File: src/logic/cise_params.svh
`ifndef CISE_PARAMS_SVH
`define CISE_PARAMS_SVH
// ==========================================
// Register map (byte addresses)
`define CISE_ADDR_CTRL      12'h000
`define CISE_ADDR_INSTR     12'h004
`define CISE_ADDR_ACC       12'h008
`define CISE_ADDR_STATUS    12'h00C
`define CISE_ADDR_UPLATCH   12'h010
`define CISE_ADDR_PC        12'h014
`define CISE_ADDR_STACK     12'h018
`define CISE_ADDR_WDT       12'h01C
`define CISE_ADDR_FILE_BASE 12'h200
// ==========================================
// Status bits
`define CISE_ST_Z           0
`define CISE_ST_PD          3
`define CISE_ST_TO          4
// ==========================================
// Reset values and constants
`define CISE_ZERO8          8'h00
`define CISE_UNMAPPED       32'h0000_0000
`define CISE_RESP_OKAY      2'b00
`define CISE_RESP_SLVERR    2'b10
`define CISE_WDT_TICK_CYC   16'h0100
`endif

File: src/logic/cise_pkg.sv
package cise_pkg;
    // ==========================================
    // Decoded operation codes
    typedef enum logic [2:0] {
        CISE_OP_NONE   = 3'b000,
        CISE_OP_CALL   = 3'b001,
        CISE_OP_WDCLR  = 3'b010,
        CISE_OP_FCLR   = 3'b011,
        CISE_OP_FINV   = 3'b100,
        CISE_OP_ACLR   = 3'b101,
        CISE_OP_FDEC   = 3'b110
    } cise_op_t;

    // ==========================================
    // Execution states
    typedef enum logic [1:0] {
        CISE_ST_IDLE   = 2'b00,
        CISE_ST_EXEC   = 2'b01,
        CISE_ST_CALL2  = 2'b10
    } cise_state_t;

    function automatic cise_op_t cise_decode(input logic [13:0] instr);
        cise_op_t op;
        op = CISE_OP_NONE;
        if (instr[13:11] == 3'b100) begin
            op = CISE_OP_CALL;
        end else if (instr == 14'h0064) begin
            op = CISE_OP_WDCLR;
        end else if (instr[13:7] == 7'h03) begin
            op = CISE_OP_FCLR;
        end else if (instr[13:7] == 7'h02) begin
            op = CISE_OP_ACLR;
        end else if (instr[13:8] == 6'h09) begin
            op = CISE_OP_FINV;
        end else if (instr[13:8] == 6'h03) begin
            op = CISE_OP_FDEC;
        end
        return op;
    endfunction : cise_decode
endpackage : cise_pkg

File: src/logic/cise_watchdog.sv
`timescale 1ns/1ps
`include "cise_params.svh"
module cise_watchdog
    import cise_pkg::*;
#(
    parameter int TICK_CYC = 256
) (
    // Clock and reset
    input  wire logic       mclk_in,
    input  wire logic       arst_n_in,
    // Control
    input  wire logic       clear_in,
    // State
    output logic [7:0]      watchdog_counter_out,
    output logic [15:0]     prescaler_out
);
    // ==========================================
    // Prescaler and counter
    logic [15:0] pre_q, pre_d;
    logic [7:0]  cnt_q, cnt_d;

    always_comb begin
        pre_d = pre_q + 16'h0001;
        cnt_d = cnt_q;
        if (pre_q == 16'(TICK_CYC - 1)) begin
            pre_d = 16'h0000;
            cnt_d = cnt_q + 8'h01;
        end
        if (clear_in) begin
            pre_d = 16'h0000;
            cnt_d = `CISE_ZERO8;
        end
    end

    always_ff @(posedge mclk_in or negedge arst_n_in) begin
        if (!arst_n_in) begin
            pre_q <= 16'h0000;
            cnt_q <= 8'h00;
        end else begin
            pre_q <= pre_d;
            cnt_q <= cnt_d;
        end
    end

    assign watchdog_counter_out = cnt_q;
    assign prescaler_out        = pre_q;
endmodule : cise_watchdog

File: src/logic/cise_core.sv
// Function
// - Call loads its eleven-bit immediate into program counter bits 10:0.
// - Call fills counter bits 12:11 from upper latch bits 4:3.
// - Call pushes counter plus one onto the return stack head first.
// - Call takes two instruction cycles and leaves status flags unchanged.
// - Watchdog clear zeroes the watchdog counter and its prescaler.
// - Watchdog clear sets both timeout and power-down flags.
// - File clear writes zero into register 0..127 and sets zero flag.
// - Invert produces the bitwise complement, affecting only the zero flag.
// - Destination bit 0 selects accumulator, 1 writes back to the file.
// - Accumulator clear loads zero and sets the zero flag.
// - Decrement subtracts one and delivers result to chosen destination.
//
// The register offsets and the AXI4-Lite slave port were left to the implementer.
`timescale 1ns/1ps
`include "cise_params.svh"
module cise_core
    import cise_pkg::*;
#(
    parameter int FILE_DEPTH = 128,
    parameter int STACK_DEPTH = 8,
    parameter int WDT_TICK_CYC = 256
) (
    // Clock and reset
    input  wire logic        mclk_in,
    input  wire logic        arst_n_in,
    // AXI4-Lite write address
    input  wire logic [11:0] s_axi_awaddr_in,
    input  wire logic        s_axi_awvalid_in,
    output logic             s_axi_awready_out,
    // AXI4-Lite write data
    input  wire logic [31:0] s_axi_wdata_in,
    input  wire logic [3:0]  s_axi_wstrb_in,
    input  wire logic        s_axi_wvalid_in,
    output logic             s_axi_wready_out,
    // AXI4-Lite write response
    output logic [1:0]       s_axi_bresp_out,
    output logic             s_axi_bvalid_out,
    input  wire logic        s_axi_bready_in,
    // AXI4-Lite read address
    input  wire logic [11:0] s_axi_araddr_in,
    input  wire logic        s_axi_arvalid_in,
    output logic             s_axi_arready_out,
    // AXI4-Lite read data
    output logic [31:0]      s_axi_rdata_out,
    output logic [1:0]       s_axi_rresp_out,
    output logic             s_axi_rvalid_out,
    input  wire logic        s_axi_rready_in,
    // Core state
    output logic             busy_out
);
    // ==========================================
    // State
    cise_state_t       st_q, st_d;
    logic [13:0]       instr_q, instr_d;
    logic [7:0]        acc_q, acc_d;
    logic              z_q, z_d;
    logic              to_q, to_d;
    logic              pd_q, pd_d;
    logic [7:0]        upl_q, upl_d;
    logic [12:0]       pc_q, pc_d;
    logic [12:0]       stk_q [STACK_DEPTH];
    logic [2:0]        sp_q, sp_d;
    logic [7:0]        file_q [FILE_DEPTH];
    logic              fwe;
    logic [6:0]        faddr;
    logic [7:0]        fwdata;
    logic              push;
    logic              wdclr;
    logic [7:0]        wdt_cnt;
    cise_op_t          op;
    logic [7:0]        res;

    // AXI state
    logic              aw_hold_q, aw_hold_d;
    logic [11:0]       awaddr_q, awaddr_d;
    logic              w_hold_q, w_hold_d;
    logic [31:0]       wdata_q, wdata_d;
    logic [3:0]        wstrb_q, wstrb_d;
    logic              bvalid_q, bvalid_d;
    logic [1:0]        bresp_q, bresp_d;
    logic              rvalid_q, rvalid_d;
    logic [31:0]       rdata_q, rdata_d;
    logic [1:0]        rresp_q, rresp_d;
    logic              wr_go;
    logic              start;

    cise_watchdog #(
        .TICK_CYC (WDT_TICK_CYC)
    ) u_wdt (
        .mclk_in              (mclk_in),
        .arst_n_in            (arst_n_in),
        .clear_in             (wdclr),
        .watchdog_counter_out (wdt_cnt),
        .prescaler_out        ()
    );

    // ==========================================
    // Bus write acceptance
    assign s_axi_awready_out = !aw_hold_q && !bvalid_q;
    assign s_axi_wready_out  = !w_hold_q && !bvalid_q;
    assign wr_go             = aw_hold_q && w_hold_q && !bvalid_q;

    always_comb begin
        aw_hold_d = aw_hold_q;
        awaddr_d  = awaddr_q;
        w_hold_d  = w_hold_q;
        wdata_d   = wdata_q;
        wstrb_d   = wstrb_q;
        bvalid_d  = bvalid_q;
        bresp_d   = bresp_q;
        if (s_axi_awvalid_in && s_axi_awready_out) begin
            aw_hold_d = 1'b1;
            awaddr_d  = s_axi_awaddr_in;
        end
        if (s_axi_wvalid_in && s_axi_wready_out) begin
            w_hold_d = 1'b1;
            wdata_d  = s_axi_wdata_in;
            wstrb_d  = s_axi_wstrb_in;
        end
        if (wr_go) begin
            aw_hold_d = 1'b0;
            w_hold_d  = 1'b0;
            bvalid_d  = 1'b1;
            bresp_d   = `CISE_RESP_OKAY;
            if (awaddr_q[11:9] != 3'b001 && awaddr_q > `CISE_ADDR_WDT) begin
                bresp_d = `CISE_RESP_SLVERR;
            end
        end
        if (bvalid_q && s_axi_bready_in) begin
            bvalid_d = 1'b0;
        end
    end

    assign start = wr_go && awaddr_q == `CISE_ADDR_INSTR && wstrb_q[0] && st_q == CISE_ST_IDLE;
    assign busy_out = st_q != CISE_ST_IDLE;

    // ==========================================
    // Execute
    assign op = cise_decode(instr_q);

    always_comb begin
        st_d    = st_q;
        instr_d = instr_q;
        acc_d   = acc_q;
        z_d     = z_q;
        to_d    = to_q;
        pd_d    = pd_q;
        upl_d   = upl_q;
        pc_d    = pc_q;
        sp_d    = sp_q;
        fwe     = 1'b0;
        faddr   = instr_q[6:0];
        fwdata  = `CISE_ZERO8;
        push    = 1'b0;
        wdclr   = 1'b0;
        res     = `CISE_ZERO8;
        case (st_q)
            CISE_ST_IDLE: begin
                if (start) begin
                    instr_d = wdata_q[13:0];
                    st_d    = CISE_ST_EXEC;
                end else if (wr_go && wstrb_q[0]) begin
                    if (awaddr_q == `CISE_ADDR_ACC) begin
                        acc_d = wdata_q[7:0];
                    end else if (awaddr_q == `CISE_ADDR_STATUS) begin
                        z_d  = wdata_q[`CISE_ST_Z];
                        to_d = wdata_q[`CISE_ST_TO];
                        pd_d = wdata_q[`CISE_ST_PD];
                    end else if (awaddr_q == `CISE_ADDR_UPLATCH) begin
                        upl_d = wdata_q[7:0];
                    end else if (awaddr_q == `CISE_ADDR_PC) begin
                        pc_d = wdata_q[12:0];
                    end else if (awaddr_q[11:9] == 3'b001) begin
                        fwe    = 1'b1;
                        faddr  = awaddr_q[8:2];
                        fwdata = wdata_q[7:0];
                    end
                end
            end
            CISE_ST_EXEC: begin
                st_d = CISE_ST_IDLE;
                pc_d = pc_q + 13'h0001;
                case (op)
                    CISE_OP_CALL: begin
                        push = 1'b1;
                        sp_d = sp_q + 3'h1;
                        pc_d = {upl_q[4:3], instr_q[10:0]};
                        st_d = CISE_ST_CALL2;
                    end
                    CISE_OP_WDCLR: begin
                        wdclr = 1'b1;
                        to_d  = 1'b1;
                        pd_d  = 1'b1;
                    end
                    CISE_OP_FCLR: begin
                        fwe    = 1'b1;
                        fwdata = `CISE_ZERO8;
                        z_d    = 1'b1;
                    end
                    CISE_OP_ACLR: begin
                        acc_d = `CISE_ZERO8;
                        z_d   = 1'b1;
                    end
                    CISE_OP_FINV, CISE_OP_FDEC: begin
                        if (op == CISE_OP_FINV) begin
                            res = ~file_q[faddr];
                        end else begin
                            res = file_q[faddr] - 8'h01;
                        end
                        z_d = (res == `CISE_ZERO8);
                        if (instr_q[7]) begin
                            fwe    = 1'b1;
                            fwdata = res;
                        end else begin
                            acc_d = res;
                        end
                    end
                    default: begin
                    end
                endcase
            end
            CISE_ST_CALL2: begin
                st_d = CISE_ST_IDLE;
            end
            default: begin
                st_d = CISE_ST_IDLE;
            end
        endcase
    end

    always_ff @(posedge mclk_in or negedge arst_n_in) begin
        if (!arst_n_in) begin
            st_q      <= CISE_ST_IDLE;
            instr_q   <= 14'h0000;
            acc_q     <= 8'h00;
            z_q       <= 1'b0;
            to_q      <= 1'b1;
            pd_q      <= 1'b1;
            upl_q     <= 8'h00;
            pc_q      <= 13'h0000;
            sp_q      <= 3'h0;
            aw_hold_q <= 1'b0;
            awaddr_q  <= 12'h000;
            w_hold_q  <= 1'b0;
            wdata_q   <= 32'h0000_0000;
            wstrb_q   <= 4'h0;
            bvalid_q  <= 1'b0;
            bresp_q   <= 2'b00;
            rvalid_q  <= 1'b0;
            rdata_q   <= 32'h0000_0000;
            rresp_q   <= 2'b00;
        end else begin
            st_q      <= st_d;
            instr_q   <= instr_d;
            acc_q     <= acc_d;
            z_q       <= z_d;
            to_q      <= to_d;
            pd_q      <= pd_d;
            upl_q     <= upl_d;
            pc_q      <= pc_d;
            sp_q      <= sp_d;
            aw_hold_q <= aw_hold_d;
            awaddr_q  <= awaddr_d;
            w_hold_q  <= w_hold_d;
            wdata_q   <= wdata_d;
            wstrb_q   <= wstrb_d;
            bvalid_q  <= bvalid_d;
            bresp_q   <= bresp_d;
            rvalid_q  <= rvalid_d;
            rdata_q   <= rdata_d;
            rresp_q   <= rresp_d;
        end
    end

    // ==========================================
    // Memories
    always_ff @(posedge mclk_in) begin
        if (fwe) begin
            file_q[faddr] <= fwdata;
        end
        if (push) begin
            stk_q[sp_q] <= pc_q + 13'h0001;
        end
    end

    // ==========================================
    // Bus read
    assign s_axi_arready_out = !rvalid_q;

    always_comb begin
        rvalid_d = rvalid_q;
        rdata_d  = rdata_q;
        rresp_d  = rresp_q;
        if (rvalid_q && s_axi_rready_in) begin
            rvalid_d = 1'b0;
        end
        if (s_axi_arvalid_in && s_axi_arready_out) begin
            rvalid_d = 1'b1;
            rresp_d  = `CISE_RESP_OKAY;
            rdata_d  = `CISE_UNMAPPED;
            case (s_axi_araddr_in)
                `CISE_ADDR_CTRL:    rdata_d = {31'h0, busy_out};
                `CISE_ADDR_INSTR:   rdata_d = {18'h0, instr_q};
                `CISE_ADDR_ACC:     rdata_d = {24'h0, acc_q};
                `CISE_ADDR_STATUS:  rdata_d = {27'h0, to_q, pd_q, 2'b00, z_q};
                `CISE_ADDR_UPLATCH: rdata_d = {24'h0, upl_q};
                `CISE_ADDR_PC:      rdata_d = {19'h0, pc_q};
                `CISE_ADDR_STACK:   rdata_d = {16'h0, sp_q, stk_q[sp_q - 3'h1]};
                `CISE_ADDR_WDT:     rdata_d = {24'h0, wdt_cnt};
                default: begin
                    if (s_axi_araddr_in[11:9] == 3'b001) begin
                        rdata_d = {24'h0, file_q[s_axi_araddr_in[8:2]]};
                    end else begin
                        rresp_d = `CISE_RESP_SLVERR;
                    end
                end
            endcase
        end
    end

    assign s_axi_bvalid_out = bvalid_q;
    assign s_axi_bresp_out  = bresp_q;
    assign s_axi_rvalid_out = rvalid_q;
    assign s_axi_rdata_out  = rdata_q;
    assign s_axi_rresp_out  = rresp_q;
endmodule : cise_core

File: config.mk
export PLATFORM = sky130hd
export DESIGN_NAME = cise_core
export DESIGN_NICKNAME = d
export VERILOG_FILES = /design/src/logic/cise_pkg.sv /design/src/logic/cise_watchdog.sv /design/src/logic/cise_core.sv
export VERILOG_INCLUDE_DIRS = /design/src /design/src/logic
export SDC_FILE = /design/constraint.sdc
export NUM_CORES = 2
export LEC_CHECK = 0
export BUFFER_PORTS_ARGS = -buffer_cell sky130_fd_sc_hd__buf_2
export CAP_MARGIN = 20
export CORE_MARGIN = 2
export CORE_UTILIZATION = 40
export CTS_CLUSTER_DIAMETER = 60
export DETAILED_ROUTE_END_ITERATION = 16
export GPL_ROUTABILITY_DRIVEN = 0
export GPL_TIMING_DRIVEN = 1
export SETUP_SLACK_MARGIN = 0.02
export SLEW_MARGIN = 20
export SYNTH_ARGS = -nofsm -noshare
export SYNTH_HDL_FRONTEND = slang
export SYNTH_SLANG_ARGS = --single-unit
File: constraint.sdc
create_clock -name mclk_in -period 18.05 [get_ports mclk_in]
set_clock_uncertainty 0.15 [all_clocks]
set_input_delay 0.9025 -clock mclk_in [delete_from_list [all_inputs] [get_ports mclk_in]]
set_output_delay 0.9025 -clock mclk_in [all_outputs]
set_load 0.01 [all_outputs]
==> results.txt <==
----------------------------------------------------
[Status]
  Status ... completed

[Placement]
  Buffers on Ports ... 69
  Place WS ... ~11 ns
  Count of placed standard cells including taps ... 5076
  Post-DP HPWL ... 110 mm
  Cell Area, Placed ... 61100 um^2

[Clocking]
  Worst-case clock buffer depth ... 3
  Root Buffer Master ... sky130_fd_sc_hd__clkbuf_16
  Clock Pin Slew Worst Setup and Hold Paths ... 0.06 ns
  Buffers inserted during post-CTS setup optimization ... 0
  # H-tree levels ... 4
  Clock latency on the worst-skew pair ... about 0.78 ns
  Number of sinks handled by clock tree synthesis ... 1252
  Number of buffers added by the clock tree synthesis step ... 136
  TritonCTS clock tree ... yes
  Number of resized instances in the post-cts repair step ... 0

[Floorplan]
  Placeable core region ... 146000 um^2
  Die width ... approximately 390 um
  Die H ... a little under 400 um
  Initial core utilization ... 0.402
  Number of top-level pins ... 109
  Std-Cell Rows ... 140
  Die area ... about 150000 um^2

[Timing]
  Unrepaired setup endpoints after global routing ... no
  Fmax ... 134 MHz
  Max Transition Viols Final ... 0
  Worst rel slew slack ... 0.177
  Minimum period implied by the final worst setup slack ... 7.48 ns
  Hold violation total from the final report ... 0
  Crit share post-route ... 0.415
  Transition time of the tightest slew-check pin ... 1.23 ns
  Final setup slack of the worst path ... between 10 and 15 ns
  Finish-stage setup viols ... 0
  Accumulated negative setup slack ... 0 ns

[Synth]
  Cell types with the largest area share after synthesis ... sky130_fd_sc_hd__edfxtp_1 58%, sky130_fd_sc_hd__mux4_2 23%, sky130_fd_sc_hd__dfrtp_1 5.2%
  Synth top area share ... 0.578
  Sequential fraction of the synthesis area ... 0.631
  Number of enable-type register cells in the synthesized netlist ... 1128
  Flop and latch count out of synthesis ... 1252
  Cell count after synthesis ... 3233
  Async SR Flop Fraction ... 0.0990
  Most instantiated flip-flop cell in the synthesis netlist ... sky130_fd_sc_hd__edfxtp_1
  Count of synthesis-stage warnings from yosys ... 0
  Most numerous cell types in the synthesized netlist ... 1128 x sky130_fd_sc_hd__edfxtp_1, 589 x sky130_fd_sc_hd__mux4_2, 252 x sky130_fd_sc_hd__nor2_1
  Mapped cell area ... 58600 um^2
  Netlist cell types ... 72
  Mean instance size in the synthesized netlist ... 18.1 um^2
  Largest area contributor in the synthesized netlist ... sky130_fd_sc_hd__edfxtp_1
  Most used standard cell by instance count after synthesis ... sky130_fd_sc_hd__edfxtp_1

[Worst hold path]
  Worst hold-check path type ... input pin to flop

[Worst setup path]
  Origin of the critical flop-to-flop path ... instr_q[1]
  Startpoint Class ... flop
  Crit path capture ... file_q[127][6]
  Cell count of the worst reg-to-reg path ... 14
  Category of the most critical setup path ... flop to flop
  R2r endpoint ... file_q[127][6]
  Reg-to-reg slack, setup ... 10.57 ns
  Required time reported for the critical path endpoint ... 18.32 ns
  Type of element capturing the critical path ... flop
  Arrival time of data at the critical path endpoint ... 7.76 ns
  Largest fanout on the critical path ... 96
  Critical path origin ... instr_q[1]

[Global route]
  Wire length of the first global-routing pass ... 247 mm
  Vias in the first global route ... between 30k and 40k
  GR Overflow Total ... 0
  All-layer global routing usage ... 0.231
  Largest net degree at the start of global routing ... 112
  Number of antenna violations at the first check in global routing ... 2

[Cells and area]
  Growth of design area from synthesis to finish ... 11.9%
  Final antenna diode count ... 0
  Post-route cell area ... 65500 um^2
  Post-layout nets ... 3374
  Area taken by flip-flops and latches ... 37000 um^2
  Share of the core filled with cells in the final layout ... 0.450
  Multi-input gate area in the final layout ... 20600 um^2
  Fraction of layout cells with a size suffix above 1 ... 0.312
  Final Instance Count excl. Fillers ... about 5.3k
  Count of filler cells inserted in the layout ... 12.3k

[Drt]
  DRC errors left ... 0
  First DRT Iteration DRCs ... 4188
  WL per Instance ... 32.5 um
  Final WL ... 173 mm
  Via count ... 33.4k
  Number of routed nets with antenna violations ... 0
  Detailed-route vias per instance ... 6.27
  Number of search-and-repair iterations in the first detailed-routing pass ... 8

[Power and ir drop]
  Total power divided by cell area ... 97.0 nW/um^2
  Largest vdd supply drop ... 0.104 mV
  Static Leakage ... 17.6 nW

[Run]
  Number of maximum-capacitance constraint violations ... 0

----------------------------------------------------
[metrics by stage]
stage / hold slack, ns / power (W)
2_1_floorplan: 0.301 / 0.00350
3_3_place_gp: 0.312 / 0.00364
3_5_place_dp: 0.320 / 0.00365
5_1_grt: 0.144 / 0.00654
4_1_cts: 0.132 / 0.00639
6_report: 0.169 / 0.00636
[layout by cell type (no fill, tap or decap), types with 13 or more instances in the layout]
cell and count:
sky130_fd_sc_hd__a21oi_1 38, sky130_fd_sc_hd__a22oi_1 34, sky130_fd_sc_hd__a31oi_1 13, sky130_fd_sc_hd__buf_2 64
sky130_fd_sc_hd__buf_4 81, sky130_fd_sc_hd__clkbuf_1 21, sky130_fd_sc_hd__clkbuf_16 143, sky130_fd_sc_hd__clkinv_1 29
sky130_fd_sc_hd__clkinv_2 21, sky130_fd_sc_hd__conb_1 18, sky130_fd_sc_hd__dfrtp_1 117, sky130_fd_sc_hd__edfxtp_1 1128
sky130_fd_sc_hd__inv_1 14, sky130_fd_sc_hd__mux2_2 73, sky130_fd_sc_hd__mux2i_1 116, sky130_fd_sc_hd__mux4_2 589
sky130_fd_sc_hd__nand2_1 200, sky130_fd_sc_hd__nand3_1 59, sky130_fd_sc_hd__nand4_1 13, sky130_fd_sc_hd__nor2_1 238
sky130_fd_sc_hd__nor2_2 14, sky130_fd_sc_hd__nor2b_1 17, sky130_fd_sc_hd__nor3_1 14, sky130_fd_sc_hd__o21ai_0 60
sky130_fd_sc_hd__o221ai_1 13, sky130_fd_sc_hd__o22ai_1 13, sky130_fd_sc_hd__xnor2_1 18, sky130_fd_sc_hd__xor2_1 22
[cells by family (layout without fill, tap and decap cells)]
| logic type | after synthesis | after routing | synth area share |
|---|---|---|---|
| flops | 1252 | 1252 | 0.631 |
| mux | 785 | 785 | 0.264 |
| simple gates | 629 | 629 | 0.0473 |
| compound gates | 260 | 260 | 0.0298 |
| buf+inv | 260 | 416 | 0.0206 |
| xor+xnor | 40 | 40 | 0.00598 |
| fa+ha+maj | 6 | 6 | 0.00128 |
| other cells | 1 | 18 | 0.0000640 |
[sequential cells by signal, summed over array words and instances (netlist names), 2 cells and up]
register	flops
acc_q	8
awaddr_q	12
file_q	1024
instr_q	14
pc_q	13
s_axi_rdata_out	16
sp_q	3
st_q	2
stk_q	104
u_wdt.prescaler_out	16
u_wdt.watchdog_counter_out	8
upl_q	8
wdata_q	14
[cell type report]
type	instances	area share
inverters	19	0.00109
clock inverters	77	0.0106
repair buffers	154	0.0162
flip-flops and latches	1252	0.564
well taps	1917	0.0366
clock buffers	166	0.0562
multi-input cells	1738	0.315
[routing by layer]
layer	routed length (um)	up-vias	global-route usage
li1	-	13500	-
met1	69700	17800	0.321
met2	81800	1769	0.364
met3	16200	271	0.0509
met4	5330	2	0.0707
met5	13	-	0
[report_power, final]
group	internal (W)	switching, W	leakage, nW	total, W
logic	0.000121	0.000197	5.80	0.000318
clock network	0.00161	0.00116	2.13	0.00277
registers	0.00319	0.0000794	9.71	0.00327
[worst max-delay path, cell delays in order, from the launching register on]
cell and delay [ns]:
sky130_fd_sc_hd__dfrtp_4 0.85, sky130_fd_sc_hd__buf_4 0.64, sky130_fd_sc_hd__buf_4 0.76, sky130_fd_sc_hd__nand2_1 0.13, sky130_fd_sc_hd__nand3_1 0.21, sky130_fd_sc_hd__o21ai_0 0.20
sky130_fd_sc_hd__mux4_2 0.64, sky130_fd_sc_hd__mux2i_1 0.84, sky130_fd_sc_hd__inv_1 0.12, sky130_fd_sc_hd__ha_1 0.28, sky130_fd_sc_hd__nand2_1 0.07, sky130_fd_sc_hd__o31ai_1 0.07
sky130_fd_sc_hd__xnor2_1 0.28, sky130_fd_sc_hd__o21ai_4 0.74, sky130_fd_sc_hd__buf_4 0.84
[worst min path at each step]
| stage | cells after the start | slack (ns) | start | to |
|---|---|---|---|---|
| floorplan | 2 | 0.30 | acc_q[1] | acc_q[1] |
| global placement | 2 | 0.31 | s_axi_rdata_out[10] | s_axi_rdata_out[10] |
| detailed placement | 2 | 0.32 | s_axi_rdata_out[9] | s_axi_rdata_out[9] |
| CTS | 2 | 0.13 | s_axi_bready_in | s_axi_bvalid_out |
| global route | 2 | 0.14 | s_axi_rready_in | s_axi_rvalid_out |
| finish | 2 | 0.17 | s_axi_bready_in | s_axi_bvalid_out |
[repair_timing]
action,in CTS,in global routing
hold buffers,1,0
endpoints found under the setup margin,0,0
hold endpoints to repair,63,0
Note: power is estimated with default switching activity, not from simulation.
